`config.mk`:
```
export PLATFORM = sky130hd
export DESIGN_NAME = xgpio_top
export DESIGN_NICKNAME = d
export VERILOG_FILES = /design/src/rtl/xgpio_pkg.sv /design/src/rtl/xgpio_sync.sv /design/src/rtl/xgpio_bank.sv /design/src/rtl/xgpio_top.sv
export SDC_FILE = /design/constraint.sdc
export NUM_CORES = 1
export LEC_CHECK = 0
export ABC_AREA = 1
export BUFFER_PORTS_ARGS = -buffer_cell sky130_fd_sc_hd__buf_4
export CAP_MARGIN = 20
export CORE_ASPECT_RATIO = 0.8
export CORE_UTILIZATION = 25
export DETAILED_ROUTE_END_ITERATION = 10
export GPL_TIMING_DRIVEN = 0
export HOLD_SLACK_MARGIN = 0.02
export PLACE_DENSITY = 0.55
export SYNTH_ARGS = -nofsm -noshare
export SYNTH_HDL_FRONTEND = slang
export SYNTH_SLANG_ARGS = --single-unit
```
`constraint.sdc`:
```
create_clock -name i_ref_clk -period 1.3 [get_ports i_ref_clk]
set_input_delay 0.195 -clock i_ref_clk [delete_from_list [all_inputs] [get_ports i_ref_clk]]
set_output_delay 0.195 -clock i_ref_clk [all_outputs]
set_load 0.01 [all_outputs]
```
`src/rtl/xgpio_pkg.sv`:
```
// package for the extended general pin block: offsets, fields, reset values
// assumes a 32-bit avalon-mm slave whose address is compared directly with byte offsets
`default_nettype none
package xgpio_pkg;
    localparam int unsigned AW = 12;
    localparam logic [11:0] GEN_OFS  = 12'h300;
    localparam logic [11:0] DED_OFS  = 12'h304;
    // general register fields
    localparam int unsigned GEN_OCLR = 0;
    localparam int unsigned GEN_OSET = 3;
    localparam int unsigned GEN_ECLR = 6;
    localparam int unsigned GEN_ESET = 9;
    localparam int unsigned GEN_IN   = 12;
    // dedicated register fields
    localparam int unsigned DED_OCLR = 0;
    localparam int unsigned DED_OSET = 3;
    localparam int unsigned DED_ECLR = 8;
    localparam int unsigned DED_ESET = 11;
    localparam int unsigned DED_IN   = 16;
    localparam logic [2:0]  PIN_RST  = 3'h0;
    localparam logic [31:0] RD_RST   = 32'h0;

    typedef struct packed {
        logic [2:0] dout;
        logic [2:0] oe;
    } xgpio_pins_s;

    typedef struct packed {
        logic [2:0] clr_d;
        logic [2:0] set_d;
        logic [2:0] clr_e;
        logic [2:0] set_e;
    } xgpio_cmd_s;
endpackage
`default_nettype wire

```
`src/rtl/xgpio_sync.sv`:
```
// two-stage synchroniser for a 3-bit input group
// assumes nothing beyond the single device clock
`default_nettype none
module xgpio_sync
(
    input  wire logic       i_ref_clk,
    input  wire logic       i_sys_rst,
    input  wire logic [2:0] i_async,
    output logic      [2:0] o_sync
);
    logic [2:0] meta_q;
    logic [2:0] sync_q;

    always_ff @(posedge i_ref_clk or posedge i_sys_rst)
    begin
        if (i_sys_rst)
        begin
            meta_q <= xgpio_pkg::PIN_RST;
            sync_q <= xgpio_pkg::PIN_RST;
        end
        else
        begin
            meta_q <= i_async;
            sync_q <= meta_q;
        end
    end

    assign o_sync = sync_q;
endmodule // xgpio_sync

```
`src/rtl/xgpio_bank.sv`:
```
// three output and three enable bits driven by set and clear strobes
// assumes strobes are one-cycle pulses from the bus slave
`default_nettype none
module xgpio_bank
(
    input  wire logic                   i_ref_clk,
    input  wire logic                   i_sys_rst,
    input  wire logic                   i_we,
    input  wire xgpio_pkg::xgpio_cmd_s  i_cmd,
    output xgpio_pkg::xgpio_pins_s      o_pins
);
    logic [2:0] dout_q;
    logic [2:0] oe_q;

    // clear first, set second: a bit written both ways ends up set
    genvar g;
    generate
        for (g = 0; g < 3; g++)
        begin : g_bit
            always_ff @(posedge i_ref_clk or posedge i_sys_rst)
            begin
                if (i_sys_rst)
                begin
                    dout_q[g] <= 1'b0;
                    oe_q[g]   <= 1'b0;
                end
                else if (i_we)
                begin
                    if (i_cmd.set_d[g])
                        dout_q[g] <= 1'b1;
                    else if (i_cmd.clr_d[g])
                        dout_q[g] <= 1'b0;
                    if (i_cmd.set_e[g])
                        oe_q[g] <= 1'b1;
                    else if (i_cmd.clr_e[g])
                        oe_q[g] <= 1'b0;
                end
            end
        end
    endgenerate

    assign o_pins.dout = dout_q;
    assign o_pins.oe   = oe_q;
endmodule // xgpio_bank

```
`src/rtl/xgpio_top.sv`:
```
// extended general pin block with avalon-mm register slave
// assumes a single 20 MHz clock; pins sampled through two flops
//
// Operation
// - general reg: 2:0 clears, 5:3 sets output
// - general reg: 8:6 clears, 11:9 sets enable
// - general reg 14:12 reads sampled input pins
// - dedicated register acts only with external arbiter
// - dedicated reg: 2:0 clears, 5:3 sets output
// - dedicated reg: 10:8 clears, 13:11 sets enable
// - dedicated reg 18:16 reads dedicated input levels
// - requests 3:1 feed inputs, outputs drive grants
// - without external arbiter pins keep arbitration role
//
// Chosen here: the Avalon-MM slave port.
`default_nettype none
module xgpio_top
(
    input  wire logic        i_ref_clk,
    input  wire logic        i_sys_rst,
    input  wire logic [11:0] i_avs_address,
    input  wire logic        i_avs_read,
    input  wire logic        i_avs_write,
    input  wire logic [31:0] i_avs_writedata,
    input  wire logic [3:0]  i_avs_byteenable,
    output logic      [31:0] o_avs_readdata,
    output logic             o_avs_waitrequest,
    input  wire logic        i_ext_arb_sel,
    input  wire logic [2:0]  i_gen_pin_in,
    output logic      [2:0]  o_gen_pin_out,
    output logic      [2:0]  o_gen_pin_oe_n,
    input  wire logic [2:0]  i_sec_req_n,
    input  wire logic [2:0]  i_arb_gnt_n,
    output logic      [2:0]  o_sec_gnt_n,
    output logic      [2:0]  o_arb_req_n
);
    ////////////////////////////////////////////////////////////////////////
    // bus decode: one wait cycle per access so read data come from a flop
    logic        ack_q;
    logic [31:0] rdata_q;
    logic [2:0]  gen_in_s;
    logic [2:0]  ded_in_s;
    logic [2:0]  sec_req_s;
    logic        arb_q;

    wire acc      = (i_avs_read | i_avs_write) & ~ack_q;
    wire hit_gen  = (i_avs_address == xgpio_pkg::GEN_OFS);
    wire hit_ded  = (i_avs_address == xgpio_pkg::DED_OFS);
    wire wr_take  = i_avs_write & ack_q;
    wire wr_gen   = wr_take & hit_gen;
    wire wr_ded   = wr_take & hit_ded & arb_q;
    // each byte lane that is not enabled masks its write data to zero
    wire [31:0] be_mask;
    genvar lane;
    generate
        for (lane = 0; lane < 4; lane++)
        begin : g_lane
            assign be_mask[lane*8 +: 8] = {8{i_avs_byteenable[lane]}};
        end
    endgenerate
    wire [31:0] wd = i_avs_writedata & be_mask;

    ////////////////////////////////////////////////////////////////////////
    // set and clear strobes; reserved bits never reach the banks
    xgpio_pkg::xgpio_cmd_s gen_cmd;
    xgpio_pkg::xgpio_cmd_s ded_cmd;
    assign gen_cmd.clr_d = wd[xgpio_pkg::GEN_OCLR +: 3];
    assign gen_cmd.set_d = wd[xgpio_pkg::GEN_OSET +: 3];
    assign gen_cmd.clr_e = wd[xgpio_pkg::GEN_ECLR +: 3];
    assign gen_cmd.set_e = wd[xgpio_pkg::GEN_ESET +: 3];
    assign ded_cmd.clr_d = wd[xgpio_pkg::DED_OCLR +: 3];
    assign ded_cmd.set_d = wd[xgpio_pkg::DED_OSET +: 3];
    assign ded_cmd.clr_e = wd[xgpio_pkg::DED_ECLR +: 3];
    assign ded_cmd.set_e = wd[xgpio_pkg::DED_ESET +: 3];

    xgpio_pkg::xgpio_pins_s gen_pins;
    xgpio_pkg::xgpio_pins_s ded_pins;

    // zero bits in a write pass no strobe, so the banks hold them
    xgpio_bank u_gen_bank
    (
        .i_ref_clk (i_ref_clk),
        .i_sys_rst (i_sys_rst),
        .i_we      (wr_gen),
        .i_cmd     (gen_cmd),
        .o_pins    (gen_pins)
    );

    xgpio_bank u_ded_bank
    (
        .i_ref_clk (i_ref_clk),
        .i_sys_rst (i_sys_rst),
        .i_we      (wr_ded),
        .i_cmd     (ded_cmd),
        .o_pins    (ded_pins)
    );

    ////////////////////////////////////////////////////////////////////////
    // input sampling
    xgpio_sync u_gen_sync
    (
        .i_ref_clk (i_ref_clk),
        .i_sys_rst (i_sys_rst),
        .i_async   (i_gen_pin_in),
        .o_sync    (gen_in_s)
    );

    xgpio_sync u_req_sync
    (
        .i_ref_clk (i_ref_clk),
        .i_sys_rst (i_sys_rst),
        .i_async   (i_sec_req_n),
        .o_sync    (sec_req_s)
    );

    // request pins are active low as arbitration signals; as inputs
    // they read the raw pin level
    assign ded_in_s = arb_q ? sec_req_s : 3'h0;

    ////////////////////////////////////////////////////////////////////////
    // read mux
    wire [31:0] rd_gen = {17'h0, gen_in_s, 12'h0};
    wire [31:0] rd_ded = {13'h0, ded_in_s, 16'h0};
    wire [31:0] rd_mux = hit_gen ? rd_gen :
                         hit_ded ? rd_ded : xgpio_pkg::RD_RST;

    always_ff @(posedge i_ref_clk or posedge i_sys_rst)
    begin
        if (i_sys_rst)
        begin
            ack_q   <= 1'b0;
            rdata_q <= xgpio_pkg::RD_RST;
            arb_q   <= 1'b0;
        end
        else
        begin
            ack_q   <= acc;
            arb_q   <= i_ext_arb_sel;
            if (acc & i_avs_read)
                rdata_q <= rd_mux;
        end
    end

    ////////////////////////////////////////////////////////////////////////
    // pin outputs, all from flops
    logic [2:0] gen_out_q;
    logic [2:0] gen_oe_n_q;
    logic [2:0] sec_gnt_q;
    logic [2:0] arb_req_q;

    // without the external arbiter the internal arbiter owns the pins;
    // a dedicated output whose enable is clear leaves its grant released
    wire [2:0] gnt_d = arb_q ? (ded_pins.dout | ~ded_pins.oe)
                             : i_arb_gnt_n;

    always_ff @(posedge i_ref_clk or posedge i_sys_rst)
    begin
        if (i_sys_rst)
        begin
            gen_out_q  <= 3'h0;
            gen_oe_n_q <= 3'h7;
            sec_gnt_q  <= 3'h7;
            arb_req_q  <= 3'h7;
        end
        else
        begin
            gen_out_q  <= gen_pins.dout;
            gen_oe_n_q <= ~gen_pins.oe;
            sec_gnt_q  <= gnt_d;
            arb_req_q  <= arb_q ? 3'h7 : sec_req_s;
        end
    end

    assign o_avs_readdata    = rdata_q;
    assign o_avs_waitrequest = ~ack_q;
    assign o_gen_pin_out     = gen_out_q;
    assign o_gen_pin_oe_n    = gen_oe_n_q;
    assign o_sec_gnt_n       = sec_gnt_q;
    assign o_arb_req_n       = arb_req_q;

    ////////////////////////////////////////////////////////////////////////
    // checks
    a_gen_set_out: assert property (@(posedge i_ref_clk)
        disable iff (i_sys_rst)
        wr_gen && gen_cmd.set_d[0] |-> ##2 o_gen_pin_out[0])
        else $error("set did not raise output");

    a_gen_clr_out: assert property (@(posedge i_ref_clk)
        disable iff (i_sys_rst)
        wr_gen && gen_cmd.clr_d[0] && !gen_cmd.set_d[0]
        |-> ##2 !o_gen_pin_out[0])
        else $error("clear did not drop output");

    a_gen_set_oe: assert property (@(posedge i_ref_clk)
        disable iff (i_sys_rst)
        wr_gen && gen_cmd.set_e[2] |-> ##2 !o_gen_pin_oe_n[2])
        else $error("enable set missing");

    a_gen_in_read: assert property (@(posedge i_ref_clk)
        disable iff (i_sys_rst)
        acc && i_avs_read && hit_gen |=>
        rdata_q[14:12] == $past(gen_in_s) && rdata_q[11:0] == 12'h0)
        else $error("general input read wrong");

    a_ded_gated: assert property (@(posedge i_ref_clk)
        disable iff (i_sys_rst)
        !arb_q |=> $stable(ded_pins.dout))
        else $error("dedicated changed without arbiter");

    a_ded_set_out: assert property (@(posedge i_ref_clk)
        disable iff (i_sys_rst)
        wr_ded && ded_cmd.set_d[0] |=> ded_pins.dout[0])
        else $error("dedicated set failed");

    a_ded_clr_oe: assert property (@(posedge i_ref_clk)
        disable iff (i_sys_rst)
        wr_ded && ded_cmd.clr_e[0] && !ded_cmd.set_e[0]
        |=> !ded_pins.oe[0])
        else $error("dedicated enable clear failed");

    a_ded_in_read: assert property (@(posedge i_ref_clk)
        disable iff (i_sys_rst)
        acc && i_avs_read && hit_ded |=>
        rdata_q[18:16] == $past(ded_in_s) && rdata_q[15:0] == 16'h0)
        else $error("dedicated input read wrong");

    a_gnt_map: assert property (@(posedge i_ref_clk)
        disable iff (i_sys_rst)
        arb_q |=> o_sec_gnt_n == $past(ded_pins.dout | ~ded_pins.oe))
        else $error("grant pins not mapped");

    a_arb_keep: assert property (@(posedge i_ref_clk)
        disable iff (i_sys_rst)
        !arb_q |=> o_sec_gnt_n == $past(i_arb_gnt_n))
        else $error("arbitration role lost");

    a_zero_hold: assert property (@(posedge i_ref_clk)
        disable iff (i_sys_rst)
        wr_gen && gen_cmd == '0 |=> $stable(gen_pins))
        else $error("zero write changed bits");

    a_resv_zero: assert property (@(posedge i_ref_clk)
        disable iff (i_sys_rst)
        ack_q |-> rdata_q[31:19] == 13'h0)
        else $error("reserved bits not zero");

    a_ded_zero_hold: assert property (@(posedge i_ref_clk)
        disable iff (i_sys_rst)
        wr_ded && ded_cmd == '0 |=> $stable(ded_pins))
        else $error("zero write changed dedicated bits");

    a_ded_in_off: assert property (@(posedge i_ref_clk)
        disable iff (i_sys_rst)
        !arb_q |-> ded_in_s == 3'h0)
        else $error("dedicated inputs seen without arbiter");

    a_req_hold: assert property (@(posedge i_ref_clk)
        disable iff (i_sys_rst)
        arb_q |=> o_arb_req_n == 3'h7)
        else $error("requests leaked to internal arbiter");

    a_req_pass: assert property (@(posedge i_ref_clk)
        disable iff (i_sys_rst)
        !arb_q |=> o_arb_req_n == $past(sec_req_s))
        else $error("requests not passed to internal arbiter");

    a_unmapped_rd: assert property (@(posedge i_ref_clk)
        disable iff (i_sys_rst)
        acc && i_avs_read && !hit_gen && !hit_ded |=> rdata_q == 32'h0)
        else $error("unmapped read not zero");

    a_gen_rsvd_rd: assert property (@(posedge i_ref_clk)
        disable iff (i_sys_rst)
        acc && i_avs_read && hit_gen |=> rdata_q[31:15] == 17'h0)
        else $error("general reserved bits not zero");

    a_gen_out_pin: assert property (@(posedge i_ref_clk)
        disable iff (i_sys_rst)
        1'b1 |=> o_gen_pin_out == $past(gen_pins.dout))
        else $error("output pins do not follow bank");

    a_gen_oe_pin: assert property (@(posedge i_ref_clk)
        disable iff (i_sys_rst)
        1'b1 |=> o_gen_pin_oe_n == ~$past(gen_pins.oe))
        else $error("enable pins do not follow bank");

    a_wait_pulse: assert property (@(posedge i_ref_clk)
        disable iff (i_sys_rst)
        !o_avs_waitrequest |=> o_avs_waitrequest)
        else $error("waitrequest low for more than one cycle");

    ////////////////////////////////////////////////////////////////////////
    // per-bit set, clear and hold of both banks
    genvar b;
    generate
        for (b = 0; b < 3; b++)
        begin : g_bit_chk
            a_gen_out_set: assert property (@(posedge i_ref_clk)
                disable iff (i_sys_rst)
                wr_gen && gen_cmd.set_d[b] |=> gen_pins.dout[b])
                else $error("general output set failed");

            a_gen_out_clr: assert property (@(posedge i_ref_clk)
                disable iff (i_sys_rst)
                wr_gen && gen_cmd.clr_d[b] && !gen_cmd.set_d[b]
                |=> !gen_pins.dout[b])
                else $error("general output clear failed");

            a_gen_oe_set: assert property (@(posedge i_ref_clk)
                disable iff (i_sys_rst)
                wr_gen && gen_cmd.set_e[b] |=> gen_pins.oe[b])
                else $error("general enable set failed");

            a_gen_oe_clr: assert property (@(posedge i_ref_clk)
                disable iff (i_sys_rst)
                wr_gen && gen_cmd.clr_e[b] && !gen_cmd.set_e[b]
                |=> !gen_pins.oe[b])
                else $error("general enable clear failed");

            a_gen_bit_hold: assert property (@(posedge i_ref_clk)
                disable iff (i_sys_rst)
                !(wr_gen && (gen_cmd.set_d[b] || gen_cmd.clr_d[b]))
                |=> $stable(gen_pins.dout[b]))
                else $error("general output changed unasked");

            a_ded_out_set: assert property (@(posedge i_ref_clk)
                disable iff (i_sys_rst)
                wr_ded && ded_cmd.set_d[b] |=> ded_pins.dout[b])
                else $error("dedicated output set failed");

            a_ded_out_clr: assert property (@(posedge i_ref_clk)
                disable iff (i_sys_rst)
                wr_ded && ded_cmd.clr_d[b] && !ded_cmd.set_d[b]
                |=> !ded_pins.dout[b])
                else $error("dedicated output clear failed");

            a_ded_oe_set: assert property (@(posedge i_ref_clk)
                disable iff (i_sys_rst)
                wr_ded && ded_cmd.set_e[b] |=> ded_pins.oe[b])
                else $error("dedicated enable set failed");

            a_ded_oe_clr: assert property (@(posedge i_ref_clk)
                disable iff (i_sys_rst)
                wr_ded && ded_cmd.clr_e[b] && !ded_cmd.set_e[b]
                |=> !ded_pins.oe[b])
                else $error("dedicated enable clear failed");

            a_ded_bit_hold: assert property (@(posedge i_ref_clk)
                disable iff (i_sys_rst)
                !(wr_ded && (ded_cmd.set_d[b] || ded_cmd.clr_d[b]))
                |=> $stable(ded_pins.dout[b]))
                else $error("dedicated output changed unasked");
        end
    endgenerate
endmodule // xgpio_top
`default_nettype wire

```
Yosys cells after proc, flatten, opt, wreduce, memory -nomap -nowiden
Cells that the tools add are included.

cells by class
  div/mod/pow operators = 0
  add/subtract/negate cells = 0
  order comparisons = 0
  eq/ne operators = 2
  shift-type cells = 0
  $mul = 0
  mux-type cells = 21
  bitwise gates (word level) = 12
  reductions and logical operators = 20

operators by type and width
  kind                                                               number
  19-bit 2-to-1 mux                                                  2
  12-bit by 10-bit == test with 1-bit output, second input constant  2
  2-bit AND reduction                                                12
  1-bit 2-to-1 mux                                                   16
  2-bit nonzero test                                                 8
  14-bit AND                                                         1
  3-bit 2-to-1 mux                                                   3
  1-bit AND                                                          6
  3-bit inverter                                                     2
  3-bit bitwise OR                                                   1
  1-bit inverter                                                     1
  1-bit bitwise OR                                                   1

storage, ports and cells
  output and inout bits = 45
  input bits = 62
  memories kept = 0
  memory bits (read-only) = 0
  bits in registers = 70
  bits in latches = 0
  RAM bits = 0

Logic depth before layout (Yosys ltp)
Gate-level depths: netlist (run 1).

  depth after elaboration = 4
  gate-level depth with buffers = 10

Hierarchy
A second synthesis (run 1) with hierarchy kept.

unflattened totals
  cell total of the unflattened synthesis = 231
  area, all modules = 1970.6 sq um

by module, submodules not included
  module      times used  sequential area each (sq um)  area an instance (sq um)  cells each
  xgpio_top   1           511.7                         1152.4                    153
  xgpio_bank  2           150.1                         255.2                     32
  xgpio_sync  2           150.1                         153.9                     7

Worst setup path before layout (run 1)
OpenSTA, ideal clock, no wires.

  path type = reg-to-reg
  start = register arb_q
  end = register u_ded_bank.oe_q[0] (netlist: u_ded_bank.o_pins[0])
  required time = 1175 ps
  buffers on the path = 1
  setup slack = 227 ps
  data arrival time = 948 ps
  stages on the path, launching flop included = 7
  library setup time = 125 ps
  clock period less this slack = 1073 ps
  path through = dfrtp_1 -> buf_4 -> nand2_1 -> nor2_1 -> nand3_1 -> o21ai_1 -> o21ai_1

between the ends
  cells in the longest elaborated chain, start to end = 2

ends and longest elaborated chain
  element                               RTL line          RTL
  from (decl)                           xgpio_top.sv:44   logic arb_q;
  from (signal assigned)                xgpio_top.sv:138  arb_q <= i_ext_arb_sel;
  1-bit AND                             xgpio_top.sv:51   wire wr_ded = wr_take & hit_ded & arb_q;
  2-bit AND reduction (no source line)  n/a
  to (signal, indexed assignment)       xgpio_bank.sv:25  oe_q[g] <= 1'b0;
  to (signal, indexed assignment)       xgpio_bank.sv:34  oe_q[g] <= 1'b1;
  to (signal, indexed assignment)       xgpio_bank.sv:36  oe_q[g] <= 1'b0;
  to (decl)                             xgpio_bank.sv:13  logic [2:0] oe_q;

No other way between the ends.
A chain may end at the register's enable or synchronous reset.

Worst setup path after layout (run 1)
Same ends and word-level chain as after synthesis.

==> results of run 1 <==
cells in the mapped netlist:
cell type / instances
a31oi_1: 3
buf_2: 1
buf_4: 27
buf_6: 1
conb_1: 1
dfrtp_1: 35
dfstp_2: 9
inv_1: 21
inv_2: 3
nand2_1: 61
nand2_2: 3
nand3_1: 8
nand3_2: 1
nand3b_1: 5
nand4_1: 2
nor2_1: 7
nor2_2: 6
nor2_4: 2
o21ai_0: 3
o21ai_1: 4
o21bai_1: 3
o31ai_1: 3
state kept, by name, indices dropped and copies added, names as in the netlist, 3 cells and up:
name / flops
u_gen_sync.meta_q: 3
o_avs_readdata: 6
u_gen_bank.o_pins: 6
o_gen_pin_out: 3
o_arb_req_n: 3
u_ded_bank.o_pins: 6
u_req_sync.meta_q: 3
o_sec_gnt_n: 3
o_gen_pin_oe_n: 3
u_req_sync.o_sync: 3
u_gen_sync.o_sync: 3
metal layers:
layer	track usage, %	wire [um]	up-vias
met2	16.2	1780	50
met3	3.53	293	7
met4	3.91	55	0
met5	0	0	-
met1	13.8	1830	634
li1	-	-	787
per-stage QoR:
step,util [%],cell area [sq um],setup slack (ps)
floorplan,-,2050,88.8
global placement,35.1,2630,-489
detailed placement,35.1,2630,11.6
CTS,37.8,2830,52.0
global route,38.0,2850,18.3
finish,38.0,2850,130
cell families after synthesis:
family,after synthesis,synth area share (%)
AO/OA/AOI/OAI,16,5.05
buffers and inverters,53,15.8
flip-flops,44,56.8
other,1,0.192
AND/OR/NAND/NOR,95,22.2
worst register-to-register path, stage by stage, from the launching register on:
cell     delay [ps]
dfrtp_1         330
buf_4           170
nand2_1         100
nor2_4          140
nand3_4         110
o21ai_1         140
o21ai_1          70
worst min-delay path by stage:
stage               depth (start not counted)                   end  slack (ps)       startpoint
floorplan                                   0                 arb_q         230    i_ext_arb_sel
global placement                            1  u_gen_sync.meta_q[0]         310  i_gen_pin_in[0]
detailed placement                          1  u_gen_sync.meta_q[2]         310  i_gen_pin_in[2]
CTS                                         3        o_sec_gnt_n[1]         120   i_arb_gnt_n[1]
global route                                3        o_sec_gnt_n[1]         110   i_arb_gnt_n[1]
finish                                      2    o_avs_readdata[17]          90        i_sys_rst
area by class of cell:
class                      count  share of cell area (%)
sequential                    44                    39.1
multi-input combinational    137                    22.9
timing repair buffer          67                    18.3
buffer                        29                    7.69
tap                          105                    4.61
inverter                      24                    3.16
clock buffer                   6                    2.90
clock inverter                 2                    1.36
where the power goes:
part / switching, uW / internal (uW) / leakage, uW
sequential: 10.3 / 1410 / 0.000536
clock: 467 / 628 / 0.0000614
combinational: 180 / 188 / 0.000900
total: 658 / 2230 / 0.00150
repair_timing:
| action | CTS | global route |
|---|---|---|
| pin swaps | 0 | 1 |
| endpoints found under the hold margin | 7 | 0 |
| resized for setup | 1 | 4 |
| buffers inserted | 0 | 0 |
| hold buffers | 7 | 0 |
| endpoints found under the setup margin | 2 | 5 |
==> results.md, run 1 <==
* Outcome: finished clean
* CP max stage delay at ~330 ps
* Synth cell types at 22
* Power Total at 2880 uW
* R2R Setup Slk at roughly 130 ps
* WHS at 93.6 ps
* WL per Instance at approximately 9.6 um
* WP buf/inv at 1
* Clock latency on the worst-skew pair at just under 300 ps
* Total gr overflow at 0
* Tot GR Track Use at between 10% and 20%
* CTS clk-pin slew, worst paths at 90 ps
* Pin count of the biggest net entering global routing at between 40 and 50
* Register area share after synthesis at 56.8%
* DRT Pass-1 Iters at 4
* Top delay family on crit path: simple AND/OR/NAND/NOR gates
* Fill count at 808
* RSZ-0062 raised after global routing: false
* # port buffers at 60
* Yosys top cell by area: dfrtp_1
* Initial antenna violation count at 0
* NumNets Final at 370
* Multi-input gate area at ~650 sq um
* Drt via density at 3.57
* Post-route ant nets at 0
* TNS Setup at 0 ps
* Highest clock rate at 0.855 GHz
* Final slew viol count at 0
* # rows at 28
* Crit-path cells: buf_4, nand2_1, nor2_4, nand3_4, o21ai_1, o21ai_1
* Via count at 1478
* Drt total wl at around 4000 um
* Number of inserted diodes at 0
* CP Data Required Time at 1480 ps
* Hold Crit Class: in -> async
* H-tree depth at 2
* CTS Buffer Depth at 2
* Die X-Extent at 101 um
* Critical R2R Launch: arb_q
* Syn Std Cell Area at 1960 sq um
* Leak Pwr at ~0.0015 uW
* First-pass GRT wire length at 6470 um
* Die Y at 81.2 um
* CTS sink cnt at 44
* Post-Syn Area per Cell at 9.37 sq um
* Dpl cells at 399
* Die Area at 8190 sq um
* Fin cells at 414
* VDD IR max at 0.396 mV
* Max-Cap Viols at 0
* Core Region at between 7000 and 8000 sq um
* Fraction of layout cells with a size suffix above 1 at 40.5%
* Yosys reg bits at 44
* Worst Path Max Fanout at 10
* Vias in the first global route at 1371
* Final setup fails at 0
* Worst setup EP type: flop
* Hpwl dp at 3040 um
* Total CTS buffers at 5
* Placer congestion estimate at 0.697
* CTS root buf: clkbuf_8
* Worst-Margin Slew at 900 ps
* Slew Limit Headroom at between 30% and 40%
* Data arrival, critical path at roughly 1400 ps
* Worst reg2reg endpoint: u_ded_bank.o_pins[0]
* Crit Path Category: reg -> reg
* Commonest non-fill, non-tap cell in the layout: buf_4
* FF-to-FF path depth at 6
* I/O pin total at 107
* CTS tree: built
* Starting Density at 26.1%
* Cells after Synth at 209
* Synth area leaders: dfrtp_1 (45%), dfstp_2 (12%), nand2_1 (12%)
* Area grow syn2layout at 45.4%
* DRC Markers at 0
* Crit path depth at 6
* Crit path time final at about 1200 ps
* Clk_skew at 6.44 ps
* Register area at 1110 sq um
* Critical path startpoint category: flop
* Fin crit share at roughly 90%
* Ys Warns at 0
* Most used cell, CP: o21ai_1
* Critical Path Slowest Stage Cell: dfrtp_1
* Share of the synthesized area in the top cell type at 44.7%
* Critical Path Source: arb_q
* Commonest non-fill, non-tap cells in the layout: buf_4 (87), nand2_1 (60), dfrtp_1 (35)
* Power Dens Cells at 1010 nW/um^2
* Initial DRC Count at 51
* CP endpoint: u_ded_bank.o_pins[0]
* Endpoints failing hold at 0
No activity file was read; power rests on OpenSTA's default activity.
==> inputs of run 2 (changes only) <==
--- a/config.mk
+++ b/config.mk
@@ -6,14 +6,14 @@
 export NUM_CORES = 1
 export LEC_CHECK = 0
 export ABC_AREA = 1
-export BUFFER_PORTS_ARGS = -buffer_cell sky130_fd_sc_hd__buf_4
 export CAP_MARGIN = 20
 export CORE_ASPECT_RATIO = 0.8
 export CORE_UTILIZATION = 25
 export DETAILED_ROUTE_END_ITERATION = 10
+export DONT_BUFFER_PORTS = 1
 export GPL_TIMING_DRIVEN = 0
 export HOLD_SLACK_MARGIN = 0.02
-export PLACE_DENSITY = 0.55
+export PLACE_DENSITY = 0.43
 export SYNTH_ARGS = -nofsm -noshare
 export SYNTH_HDL_FRONTEND = slang
 export SYNTH_SLANG_ARGS = --single-unit
==> run 2 against run 1 <==
Global-route usage is 0.25 points higher. Worst hold slack worse by 63 ps. Core utilization is 5.0 points lower. Cell area is 13% lower. Total power is 8.2% higher. Sequential share of layout area is 5.9 points higher. Cell count is 14% lower. Die area stayed put. Sequential cell count stayed put. Sequential power hardly changed. Maximum frequency is 1.5% lower. Critical endpoint is now u_ded_bank.o_pins[5]. Largest cell class unchanged.
==> results.md, run 2 (synthesis gave the netlist of run 1 again) <==
* Outcome: finished clean (unchanged)
* Clock latency on the worst-skew pair at 290 ps (about the same)
* Total CTS buffers at 5 (unchanged)
* Final setup fails at 0 (unchanged)
* Initial DRC Count at 33 (was 51)
* Fill count at 837 (was 808)
* # rows at 28 (unchanged)
* Max-Cap Viols at 0 (unchanged)
* Crit Path Category: reg -> reg (unchanged)
* CTS clk-pin slew, worst paths at 80 ps (was 90 ps)
* CTS Buffer Depth at 2 (unchanged)
* Data arrival, critical path at 1370 ps (was 1350 ps)
* Register area at 1110 sq um (unchanged)
* Vias in the first global route at 1240 (was 1371)
* CTS root buf: clkbuf_8 (unchanged)
* Commonest non-fill, non-tap cells in the layout: nand2_1 (60), dfrtp_1 (35), buf_4 (26), conb_1 (26), inv_1 (20) (was buf_4 (87), nand2_1 (60), dfrtp_1 (35))
* Drt total wl at 4030 um (was 3960 um)
* RSZ-0062 raised after global routing: true (was false)
* Die Area at 8190 sq um (unchanged)
* Hold Crit Class: in -> reg (was in -> async)
* Number of post-CTS setup repair buffers at 0 (unchanged)
* Highest clock rate at 0.842 GHz (was 0.855 GHz)
* Number of inserted diodes at 0 (unchanged)
* Area grow syn2layout at 26.3% (was 45.4%)
* NumNets Final at 313 (was 370)
* Via count at 1296 (was 1478)
* Final slew viol count at 0 (unchanged)
* WHS at 31.1 ps (was 93.6 ps)
* Worst setup EP type: flop (unchanged)
* Fin cells at 357 (was 414)
* Multi-input gate area at 641 sq um (was 653 sq um)
* Pin count of the biggest net entering global routing at 24 (was 45)
* Power Dens Cells at 1260 nW/um^2 (was 1010 nW/um^2)
* VDD IR max at 0.630 mV (was 0.396 mV)
* Post-route ant nets at 0 (unchanged)
* DP Worst Slack at -27.0 ps (was 11.6 ps)
* Placer congestion estimate at 0.687 (was 0.697)
* Leak Pwr at 0.00125 uW (was 0.00150 uW)
* I/O pin total at 107 (unchanged)
* Hpwl dp at 3090 um (was 3040 um)
* Tot GR Track Use at 10.8% (was 10.5%)
* Clk_skew at 8.62 ps (was 6.44 ps)
* Worst-Margin Slew at 516 ps (was 900 ps)
* CP Data Required Time at 1480 ps (about the same)
* Commonest non-fill, non-tap cell in the layout: nand2_1 (was buf_4)
* WL per Instance at 11.3 um (was 9.57 um)
* Critical path startpoint category: flop (unchanged)
* Initial antenna violation count at 0 (unchanged)
* DRC Markers at 0 (unchanged)
* Die Y at 81.2 um (unchanged)
* First-pass GRT wire length at 6420 um (was 6470 um)
* # port buffers at 0 (was 60)
* Total gr overflow at 0 (unchanged)
* Fraction of layout cells with a size suffix above 1 at 26.2% (was 40.5%)
* CTS tree: built (unchanged)
* DRT Pass-1 Iters at 4 (unchanged)
* Fin crit share at 91.3% (was 90.0%)
* Die X-Extent at 101 um (unchanged)
* CTS sink cnt at 44 (unchanged)
* Dpl cells at 340 (was 399)
* Starting Density at 26.1% (unchanged)
* Core Region at 7500 sq um (unchanged)
* Endpoints failing hold at 0 (unchanged)
* Slew Limit Headroom at 65.6% (was 39.9%)
* Crit path time final at 1190 ps (was 1170 ps)
* Worst Path Max Fanout at 3 (was 10)
* Drt via density at 3.63 (was 3.57)
* H-tree depth at 2 (unchanged)
* Final WS setup at 113 ps (was 130 ps)
==> run 2: changes by cell type in the layout (fill, tap and decap cells not counted) <==
cell           delta
buf_4            -61
bufinv_16         +2
dlygate4sd3_1     +2
buf_16            +1
buf_6             +1
clkbuf_8          -1
clkinv_4          -1
nand3_2           +1
nand3_4           -1
nor2_2            +1
nor2_4            -1
==> run 2: worst paths after layout <==
path	start	to	slack (ps)	cells past startpoint
setup / recovery	ack_q	u_ded_bank.o_pins[5]	110	5
hold / removal	i_arb_gnt_n[2]	o_sec_gnt_n[2]	30	2
setup reg to reg	ack_q	u_ded_bank.o_pins[5]	110	5
hold reg to reg	u_gen_sync.meta_q[2]	u_gen_sync.o_sync[2]	350	0
max in group asynchronous	i_sys_rst	o_gen_pin_oe_n[2]	340	3
min in group asynchronous	i_sys_rst	o_avs_readdata[16]	390	2
==> run 2: timing repair <==
action / CTS / global route
resized for setup: 1 / 3
hold buffers: 9 / 0
endpoints found under the setup margin: 3 / 11
endpoints found under the hold margin: 27 / 0
pin swaps: 0 / 2
==> run 2: power breakdown <==
group | leakage, uW | internal (uW) | switching, uW
clock network | 0.0000784 | 961 | 471
registers | 0.000536 | 1410 | 18.8
logic | 0.000632 | 110 | 149
total | 0.00125 | 2480 | 638
==> run 2: critical path, stage by stage, from the launching register on <==
cell and delay [ps]:
dfrtp_1 420, nand2_2 120, inv_1 100, nand4_1 190, o21bai_1 180, nand2_1 60
==> run 2: layer usage <==
layer	GRT usage [%]	routed length, um	up-vias
li1	-	-	673
met1	15.0	1940	562
met2	15.1	1700	59
met3	3.53	338	2
met4	4.78	42	0
met5	0	0	-
==> run 2: final cells by class <==
cell class	instances	area share (%)
Clock buffer	5	2.78
Multi-Input combinational cell	137	25.9
Timing Repair Buffer	10	4.75
Tap cell	105	5.31
Inverter	24	3.64
Sequential cell	44	45.0
Clock inverter	3	3.64
Buffer	29	9.00
==> run 2: per-stage QoR <==
stage | total power (uW) | cell area, sq um | utilization, % | setup TNS (ps)
floorplan | 1640 | 2050 | - | 0
global placement | 1680 | 2180 | 29.1 | -19170
detailed placement | 1690 | 2210 | 29.5 | -48.8
CTS | 3170 | 2460 | 32.9 | 0
global route | 3260 | 2470 | 33.0 | -28.1
finish | 3120 | 2470 | 33.0 | 0
